**config.mk**
```make
export PLATFORM = sky130hd
export DESIGN_NAME = lft_timing
export DESIGN_NICKNAME = d
export VERILOG_FILES = /design/src/logic/lft_pkg.sv /design/src/logic/lft_timing.sv
export SDC_FILE = /design/constraint.sdc
export NUM_CORES = 1
export LEC_CHECK = 0
export BUFFER_PORTS_ARGS = -buffer_cell sky130_fd_sc_hd__buf_2
export CAP_MARGIN = 25
export CORE_MARGIN = 2
export CORE_UTILIZATION = 40
export CTS_CLUSTER_DIAMETER = 100
export DETAILED_ROUTE_END_ITERATION = 10
export PLACE_DENSITY_LB_ADDON = 0.05
export SYNTH_ARGS = -nofsm -noshare
export SYNTH_HDL_FRONTEND = slang
export SYNTH_SLANG_ARGS = --single-unit
export TNS_END_PERCENT = 20
```
**constraint.sdc**
```tcl
create_clock -name i_clk_sys -period 3.2 [get_ports i_clk_sys]
set_input_delay 0.16 -clock i_clk_sys [delete_from_list [all_inputs] [get_ports i_clk_sys]]
set_output_delay 0.16 -clock i_clk_sys [all_outputs]
set_load 0.02 [all_outputs]
```
**src/logic/lft_pkg.sv**
```systemverilog
// Package for the LCD frame and boost timing block
`default_nettype none
package lft_pkg;
    localparam int unsigned ADDR_W        = 4;
    localparam int unsigned DATA_W        = 8;
    localparam logic [3:0]  OFS_CONTROL   = 4'h0;
    localparam logic [3:0]  OFS_STATUS    = 4'h4;
    localparam logic [6:0]  CONTROL_RESET = 7'h00;
    localparam int unsigned CNT_W         = 17;
    localparam int unsigned SLOW_CNT_W    = 9;

    // Drive methods as held in drive_method_select
    localparam logic [1:0] DM_QUARTER = 2'h0;
    localparam logic [1:0] DM_THIRD   = 2'h1;
    localparam logic [1:0] DM_HALF    = 2'h2;
    localparam logic [1:0] DM_STATIC  = 2'h3;

    // Base frequency divider exponents, fast then slow source
    localparam logic [4:0] BASE_FAST_EXP [4] = '{5'd17, 5'd16, 5'd15, 5'd13};
    localparam logic [4:0] BASE_SLOW_EXP [2] = '{5'd9, 5'd8};
    // Booster clock divider exponents (full period)
    localparam logic [4:0] BOOST_FAST_EXP [4] = '{5'd13, 5'd11, 5'd10, 5'd9};
    localparam logic [4:0] BOOST_SLOW_EXP [3] = '{5'd5, 5'd3, 5'd2};
    // Phase step is base/4 for every multiplexed method
    localparam logic [4:0] PHASE_SHIFT = 5'd2;

    // Bit layout of lcd_control_reg
    localparam int unsigned BIT_BOOST_EN  = 6;
    localparam int unsigned POS_BOOST_SEL = 4;
    localparam int unsigned POS_DRIVE     = 2;
    localparam int unsigned POS_FRAME     = 0;

    typedef struct packed {
        logic       booster_enable;
        logic [1:0] boost_rate_select;
        logic [1:0] drive_method_select;
        logic [1:0] frame_rate_select;
    } lft_ctrl_s;

    typedef struct packed {
        logic       dual_clock_mode;
        logic       slow_divider_source;
        logic       system_clock_select;
        logic       low_speed_run_mode;
    } lft_mode_s;
endpackage
`default_nettype wire

```
**src/logic/lft_timing.sv**
```systemverilog
// LCD common phase, frame and booster clock timing generator
`default_nettype none
module lft_timing
    import lft_pkg::*;
(
    input  wire logic              i_clk_sys,
    input  wire logic              i_rst_n,
    input  wire logic [ADDR_W-1:0] i_addr,
    input  wire logic [DATA_W-1:0] i_wdata,
    input  wire logic              i_wr,
    input  wire logic              i_rd,
    input  wire lft_mode_s         i_mode,
    input  wire logic              i_fast_osc_clock,
    input  wire logic              i_slow_osc_clock,
    output logic [DATA_W-1:0]      o_rdata,
    output logic [3:0]             o_com_select,
    output logic [1:0]             o_com_phase,
    output logic                   o_frame_pulse,
    output logic                   o_boost_clk,
    output logic                   o_booster_on
);
    lft_ctrl_s             ctrl_q;
    lft_ctrl_s             ctrl_d;
    logic [2:0]            fsync_q;
    logic [2:0]            fsync_d;
    logic [2:0]            ssync_q;
    logic [2:0]            ssync_d;
    logic [CNT_W-1:0]      fcnt_q;
    logic [CNT_W-1:0]      fcnt_d;
    logic [SLOW_CNT_W-1:0] scnt_q;
    logic [SLOW_CNT_W-1:0] scnt_d;
    logic [1:0]            phase_q;
    logic [1:0]            phase_d;
    logic                  frame_q;
    logic                  frame_d;
    logic                  bclk_q;
    logic                  bclk_d;
    logic [3:0]            comsel_q;
    logic [3:0]            comsel_d;
    logic [DATA_W-1:0]     rdata_q;
    logic [DATA_W-1:0]     rdata_d;
    logic                  boost_on_q;
    logic                  boost_on_d;
    logic                  fedge;
    logic                  sedge;
    logic                  slow_src;
    logic                  slow_frame;
    logic                  ptick;
    logic                  btick;
    logic [4:0]            pexp;
    logic [4:0]            bexp;
    logic [1:0]            last_phase;

    // True on the source edge that ends a 2^e count
    // Exponents above the counter width truncate to an all-ones mask and match once per counter wrap
    function automatic logic div_tick(input logic [CNT_W-1:0] cnt,
                                      input logic [4:0] e);
        logic [CNT_W-1:0] mask;
        mask = CNT_W'((32'h1 << e) - 32'h1);
        return (cnt & mask) == mask;
    endfunction

    // Oscillators are foreign; only the second and third stages feed the edge logic
    always_comb
    begin
        fsync_d = {fsync_q[1:0], i_fast_osc_clock};
        ssync_d = {ssync_q[1:0], i_slow_osc_clock};
        fedge   = fsync_q[1] & ~fsync_q[2];
        sedge   = ssync_q[1] & ~ssync_q[2];
        // Counters free-run, so a new setting takes the next matching
        // count and its first step may come early
        fcnt_d  = fedge ? fcnt_q + 1'b1 : fcnt_q;
        scnt_d  = sedge ? scnt_q + 1'b1 : scnt_q;
    end

    // Source and divider choice
    always_comb
    begin
        // Low speed run mode alone does not move the source
        slow_src = i_mode.dual_clock_mode & (i_mode.slow_divider_source
                   | i_mode.system_clock_select);
        // Settings 10/11 have no slow divider; they stay on the fast one
        slow_frame = slow_src & ~ctrl_q.frame_rate_select[1];
        if (slow_frame)
        begin
            pexp  = BASE_SLOW_EXP[ctrl_q.frame_rate_select[0]];
            ptick = sedge;
        end
        else
        begin
            pexp  = BASE_FAST_EXP[ctrl_q.frame_rate_select];
            ptick = fedge;
        end
        // Quarter, third and half all step commons at four times base
        if (ctrl_q.drive_method_select != DM_STATIC)
            pexp = pexp - PHASE_SHIFT;
        ptick = ptick & div_tick(slow_frame ? {8'hff, scnt_q} : fcnt_q,
                                 pexp);
        // Toggle at half the period to make a square boost clock
        if (slow_src && ctrl_q.boost_rate_select != 2'h3)
        begin
            bexp  = BOOST_SLOW_EXP[ctrl_q.boost_rate_select] - 5'd1;
            btick = sedge & div_tick({8'hff, scnt_q}, bexp);
        end
        else
        begin
            bexp  = BOOST_FAST_EXP[ctrl_q.boost_rate_select] - 5'd1;
            btick = fedge & div_tick(fcnt_q, bexp);
        end
    end

    // Common phase sequencing
    always_comb
    begin
        unique case (ctrl_q.drive_method_select)
            DM_QUARTER: last_phase = 2'h3;
            DM_THIRD:   last_phase = 2'h2;
            DM_HALF:    last_phase = 2'h1;
            DM_STATIC:  last_phase = 2'h0;
        endcase
        phase_d = phase_q;
        frame_d = 1'b0;
        // A shorter method written while the phase is past its last common restarts at common 0
        if (phase_q > last_phase)
            phase_d = 2'h0;
        else if (ptick)
        begin
            if (phase_q == last_phase)
            begin
                phase_d = 2'h0;
                frame_d = 1'b1;
            end
            else
                phase_d = phase_q + 2'h1;
        end
        // Select lines follow the next phase so they match o_com_phase
        comsel_d = 4'h1 << phase_d;
        // Booster idles low when the resistor divider supplies levels
        bclk_d = ctrl_q.booster_enable ? bclk_q ^ btick : 1'b0;
    end

    // Register port
    always_comb
    begin
        ctrl_d  = ctrl_q;
        rdata_d = '0;
        // Writes elsewhere are dropped; status is read-only
        if (i_wr && i_addr == OFS_CONTROL)
            ctrl_d = lft_ctrl_s'(i_wdata[6:0]);
        // Bit 7 is not stored and reads back as 0
        // Status shows the live booster clock, source and common
        if (i_rd)
        begin
            unique case (i_addr)
                OFS_CONTROL: rdata_d = {1'b0, ctrl_q};
                OFS_STATUS:  rdata_d = {4'h0, bclk_q, slow_src, phase_q};
                default:     rdata_d = '0;
            endcase
        end
    end

    // Reset is synchronous, like every other register here
    always_ff @(posedge i_clk_sys)
    begin
        if (!i_rst_n)
        begin
            ctrl_q   <= CONTROL_RESET;
            fsync_q  <= '0;
            ssync_q  <= '0;
            fcnt_q   <= '0;
            scnt_q   <= '0;
            phase_q  <= '0;
            frame_q  <= 1'b0;
            bclk_q   <= 1'b0;
            comsel_q <= 4'h1;
            rdata_q  <= '0;
        end
        else
        begin
            ctrl_q   <= ctrl_d;
            fsync_q  <= fsync_d;
            ssync_q  <= ssync_d;
            fcnt_q   <= fcnt_d;
            scnt_q   <= scnt_d;
            phase_q  <= phase_d;
            frame_q  <= frame_d;
            bclk_q   <= bclk_d;
            comsel_q <= comsel_d;
            rdata_q  <= rdata_d;
        end
    end

    // Booster on flag follows the control bit one cycle later
    always_comb
        boost_on_d = ctrl_q.booster_enable;
    always_ff @(posedge i_clk_sys)
    begin
        if (!i_rst_n)
            boost_on_q <= 1'b0;
        else
            boost_on_q <= boost_on_d;
    end

    assign o_rdata       = rdata_q;
    assign o_com_select  = comsel_q;
    assign o_com_phase   = phase_q;
    assign o_frame_pulse = frame_q;
    assign o_boost_clk   = bclk_q;
    assign o_booster_on  = boost_on_q;
endmodule
`default_nettype wire

```
==> impl_metrics.tcl <==
set metrics [dict create \
    die-height_um 87.5 \
    totalWireLength_mm 5.81 \
    dp.final_hpwl_mm 4.16 \
    finalCriticalPeriod_ns 2.83 \
    row_count 30 \
    yosysWarnings 0 \
    cts_hold_buffers 0 \
    hold_viol_final 0 \
    grtUsageMet2 0.265 \
    viasPerCell 5.09 \
    wl_per_cell_um 14.0 \
    dieArea_um2 7650 \
    antenna_cells 0 \
    cts.repair.resized 0 \
    avgSynthCellArea_um2 9.23 \
    first_global_vias 2021 \
    drc 0 \
    io_buffers 35 \
    maxSlewViolCount 0 \
    finalSetupViolations 0 \
    drive_gt1_frac 0.158 \
    power_per_cell_area_nw_per_um2 379 \
    post-route-period-util 0.886 \
    post-route-util 0.462 \
    max_clock_freq_mhz 353 \
    die_width_um 87.5 \
    worst_pin_slew_ns 0.663 \
    startpoint "ctrl_q[5]$_SDFFE_PN0P_" \
    status "finished clean" \
    clk_path_buf_depth 2 \
    synth_seq_cells 55 \
    cts-root-buf "clkbuf_8" \
    antenna_found_initial 0 \
    gr-usage-met1 0.226 \
    cts_tree "built" \
    grt.overflow.total 0 \
    dr_total_vias 2113 \
    h-tree-depth 2 \
    hold_path_class "input pin to flip-flop" \
    syn_to_final_growth_pct 12.1 \
    drtIter0Drc 89 \
    critPathMaxFanout 7 \
    reg2reg_to "o_boost_clk$_SDFF_PN0_" \
    syn_area_um2 2790 \
    max_slew_margin 0.558 \
    drtPass1Iterations 4 \
    numClockSinks 55 \
    reg2reg_from "ctrl_q[5]$_SDFFE_PN0P_" \
    worstSetupStartpointType "flip-flop" \
    postRouteAntennaNets 0 \
    cap_violations 0 \
    ios 39 \
    track_usage 0.166 \
    cp.required_ns 3.41 \
    yosysUniqueCellTypes 47 \
    r2r_cells 9 \
    layout.nets 371 \
    path_class "flip-flop to flip-flop" \
    initial_core_util 0.412 \
    crit_path_end_kind "flip-flop" \
    gr-usage-met3 0.0332 \
    synth_ff_type "dfxtp_1" \
    synth_edf_count 0 \
    rsz0062_at_grt "no" \
    grt_pass1_wl_mm 9.96 \
    top_usage_layer "met2" \
    clk_latency_ns 0.31 \
    p_leak_uw 0.00133 \
    postCtsSetupBuffers 0 \
    routabilityCongestion 0.810 \
    fin_hold_ws_ns 0.0538 \
    grt_max_degree 45 \
    syn_inst 302 \
    synth_seq_area_share 0.395 \
    cts_made_buffers 5 \
    endpoint "o_boost_clk$_SDFF_PN0_" \
    setup-tns-final_ns 0 \
    clk_pin_slew_worst_paths_ns 0.09 \
    fin_skew_ns 0.00392 \
    r2r_slack_ns 0.37 \
    core_um2 6760 \
    arrival_ns 3.05 \
    async_reset_ff_frac 0 \
    max-vdd-ir-drop_v 0.000149 \
]
==> area by class of cell <==
cell class / instances / area (µm²)
Sequential cell: 55 / 1100
Tap cell: 80 / 100
Fill cell: 684 / 3630
Clock buffer: 8 / 100
Inverter: 7 / 26.3
Multi-Input combinational cell: 229 / 1610
Timing Repair Buffer: 36 / 183
==> flip-flops by register name, summed over array words and instances (netlist names) <==
register / count
fcnt_q: 17
scnt_q: 9
o_rdata: 7
ctrl_q: 6
o_com_select: 4
fsync_q: 3
ssync_q: 3
o_com_phase: 2
boost_on_d: 1
o_boost_clk: 1
o_booster_on: 1
o_frame_pulse: 1
==> synth_stat cells (2+ instances only) <==
cell type	instances	area, µm²
nand3_1	7	35.0
nor2b_1	15	93.8
ha_1	15	188
o211ai_1	3	22.5
nand2_1	15	56.3
xnor2_1	16	140
o21a_1	3	22.5
and2_1	30	188
nand4_1	5	31.3
o21ai_0	9	45.0
a31oi_1	2	12.5
dfxtp_1	55	1100
a21bo_2	4	40.0
nor3_1	5	25.0
and3_1	6	37.5
mux2i_1	13	130
a21boi_0	4	30.0
nor2_1	17	63.8
nand3b_1	6	45.0
clkbuf_1	10	37.5
or4_1	3	22.5
or3_1	3	18.8
nor3b_1	3	22.5
xor2_1	9	78.8
inv_1	7	26.3
a21oi_1	11	55.1
conb_1	2	7.51
o41ai_1	2	17.5
nor4_1	3	18.8
o2111ai_1	2	17.5
==> worst max-delay path: stages (launching register included) <==
cell	delay, ns
dfxtp_1	0.46
inv_1	0.16
ha_1	0.26
ha_1	0.21
nor2b_1	0.12
a2111o_1	0.33
or4_1	0.47
o41ai_1	0.45
xor2_1	0.11
and2_1	0.17
==> per-layer routing <==
metal  wire length (µm)  up-vias
met3                215        6
li1                   -     1099
met4                 69        0
met1               2930      971
met5                  0        -
met2               2600       37
==> stage by stage <==
stage | power (µW) | area (µm²) | cells | setup slack (ns)
6_report | 1180 | 3120 | 415 | 0.366
5_1_grt | 1250 | 3120 | 415 | 0.190
3_3_place_gp | 780 | 3020 | 407 | 0.440
3_5_place_dp | 781 | 3020 | 407 | 0.400
4_1_cts | 1200 | 3120 | 415 | 0.383
2_1_floorplan | 758 | 2790 | 303 | 0.719
==> logic make-up (layout without fill, tap and decap cells) <==
| kind of cell | Yosys count | count (layout) | share of synthesized area |
|---|---|---|---|
| multiplexers | 14 | 14 | 0.0507 |
| AND/OR/NAND/NOR | 127 | 127 | 0.266 |
| XOR/XNOR | 25 | 25 | 0.0786 |
| adder cells (fa/ha/maj) | 15 | 15 | 0.0674 |
| buffers and inverters | 19 | 51 | 0.0274 |
| other | 2 | 3 | 0.00270 |
| flip-flops | 55 | 55 | 0.395 |
| AO/OA/AOI/OAI | 45 | 45 | 0.112 |
==> cells in the final DEF, fill, tap and decap left out, types with 4 or more instances in the layout <==
cell      netlist  routed
nand3_1         7       7
xor2_1          9       9
buf_2           1      35
xnor2_1        16      16
a21oi_1        11      11
nor2_1         17      17
nor3_1          5       5
inv_1           7       7
ha_1           15      15
and2_1         30      30
nand3b_1        6       6
and3_1          6       6
nand2_1        15      15
a21boi_0        4       4
nor2b_1        15      15
a21bo_2         4       4
dfxtp_1        55      55
o21ai_0         9       9
mux2i_1        13      13
nand4_1         5       5
clkbuf_8        0       7
==> worst min path at each step <==
stage,from,end,slack (ns),cells past startpoint
4_1_cts,i_slow_osc_clock,ssync_q[0]$_SDFF_PN0_,0.04,2
3_3_place_gp,i_slow_osc_clock,ssync_q[0]$_SDFF_PN0_,0.37,2
3_5_place_dp,i_fast_osc_clock,fsync_q[0]$_SDFF_PN0_,0.37,2
2_1_floorplan,i_fast_osc_clock,fsync_q[0]$_SDFF_PN0_,0.29,1
6_report,i_slow_osc_clock,ssync_q[0]$_SDFF_PN0_,0.05,2
5_1_grt,i_slow_osc_clock,ssync_q[0]$_SDFF_PN0_,0.05,2
==> power by group <==
group	leakage [µW]	total, µW	internal [µW]	switching [µW]
clock network	0.0000515	419	198	221
logic	0.000830	68.3	32.1	36.3
registers	0.000444	697	690	6.78
No activity file was read; power rests on OpenSTA's default activity.
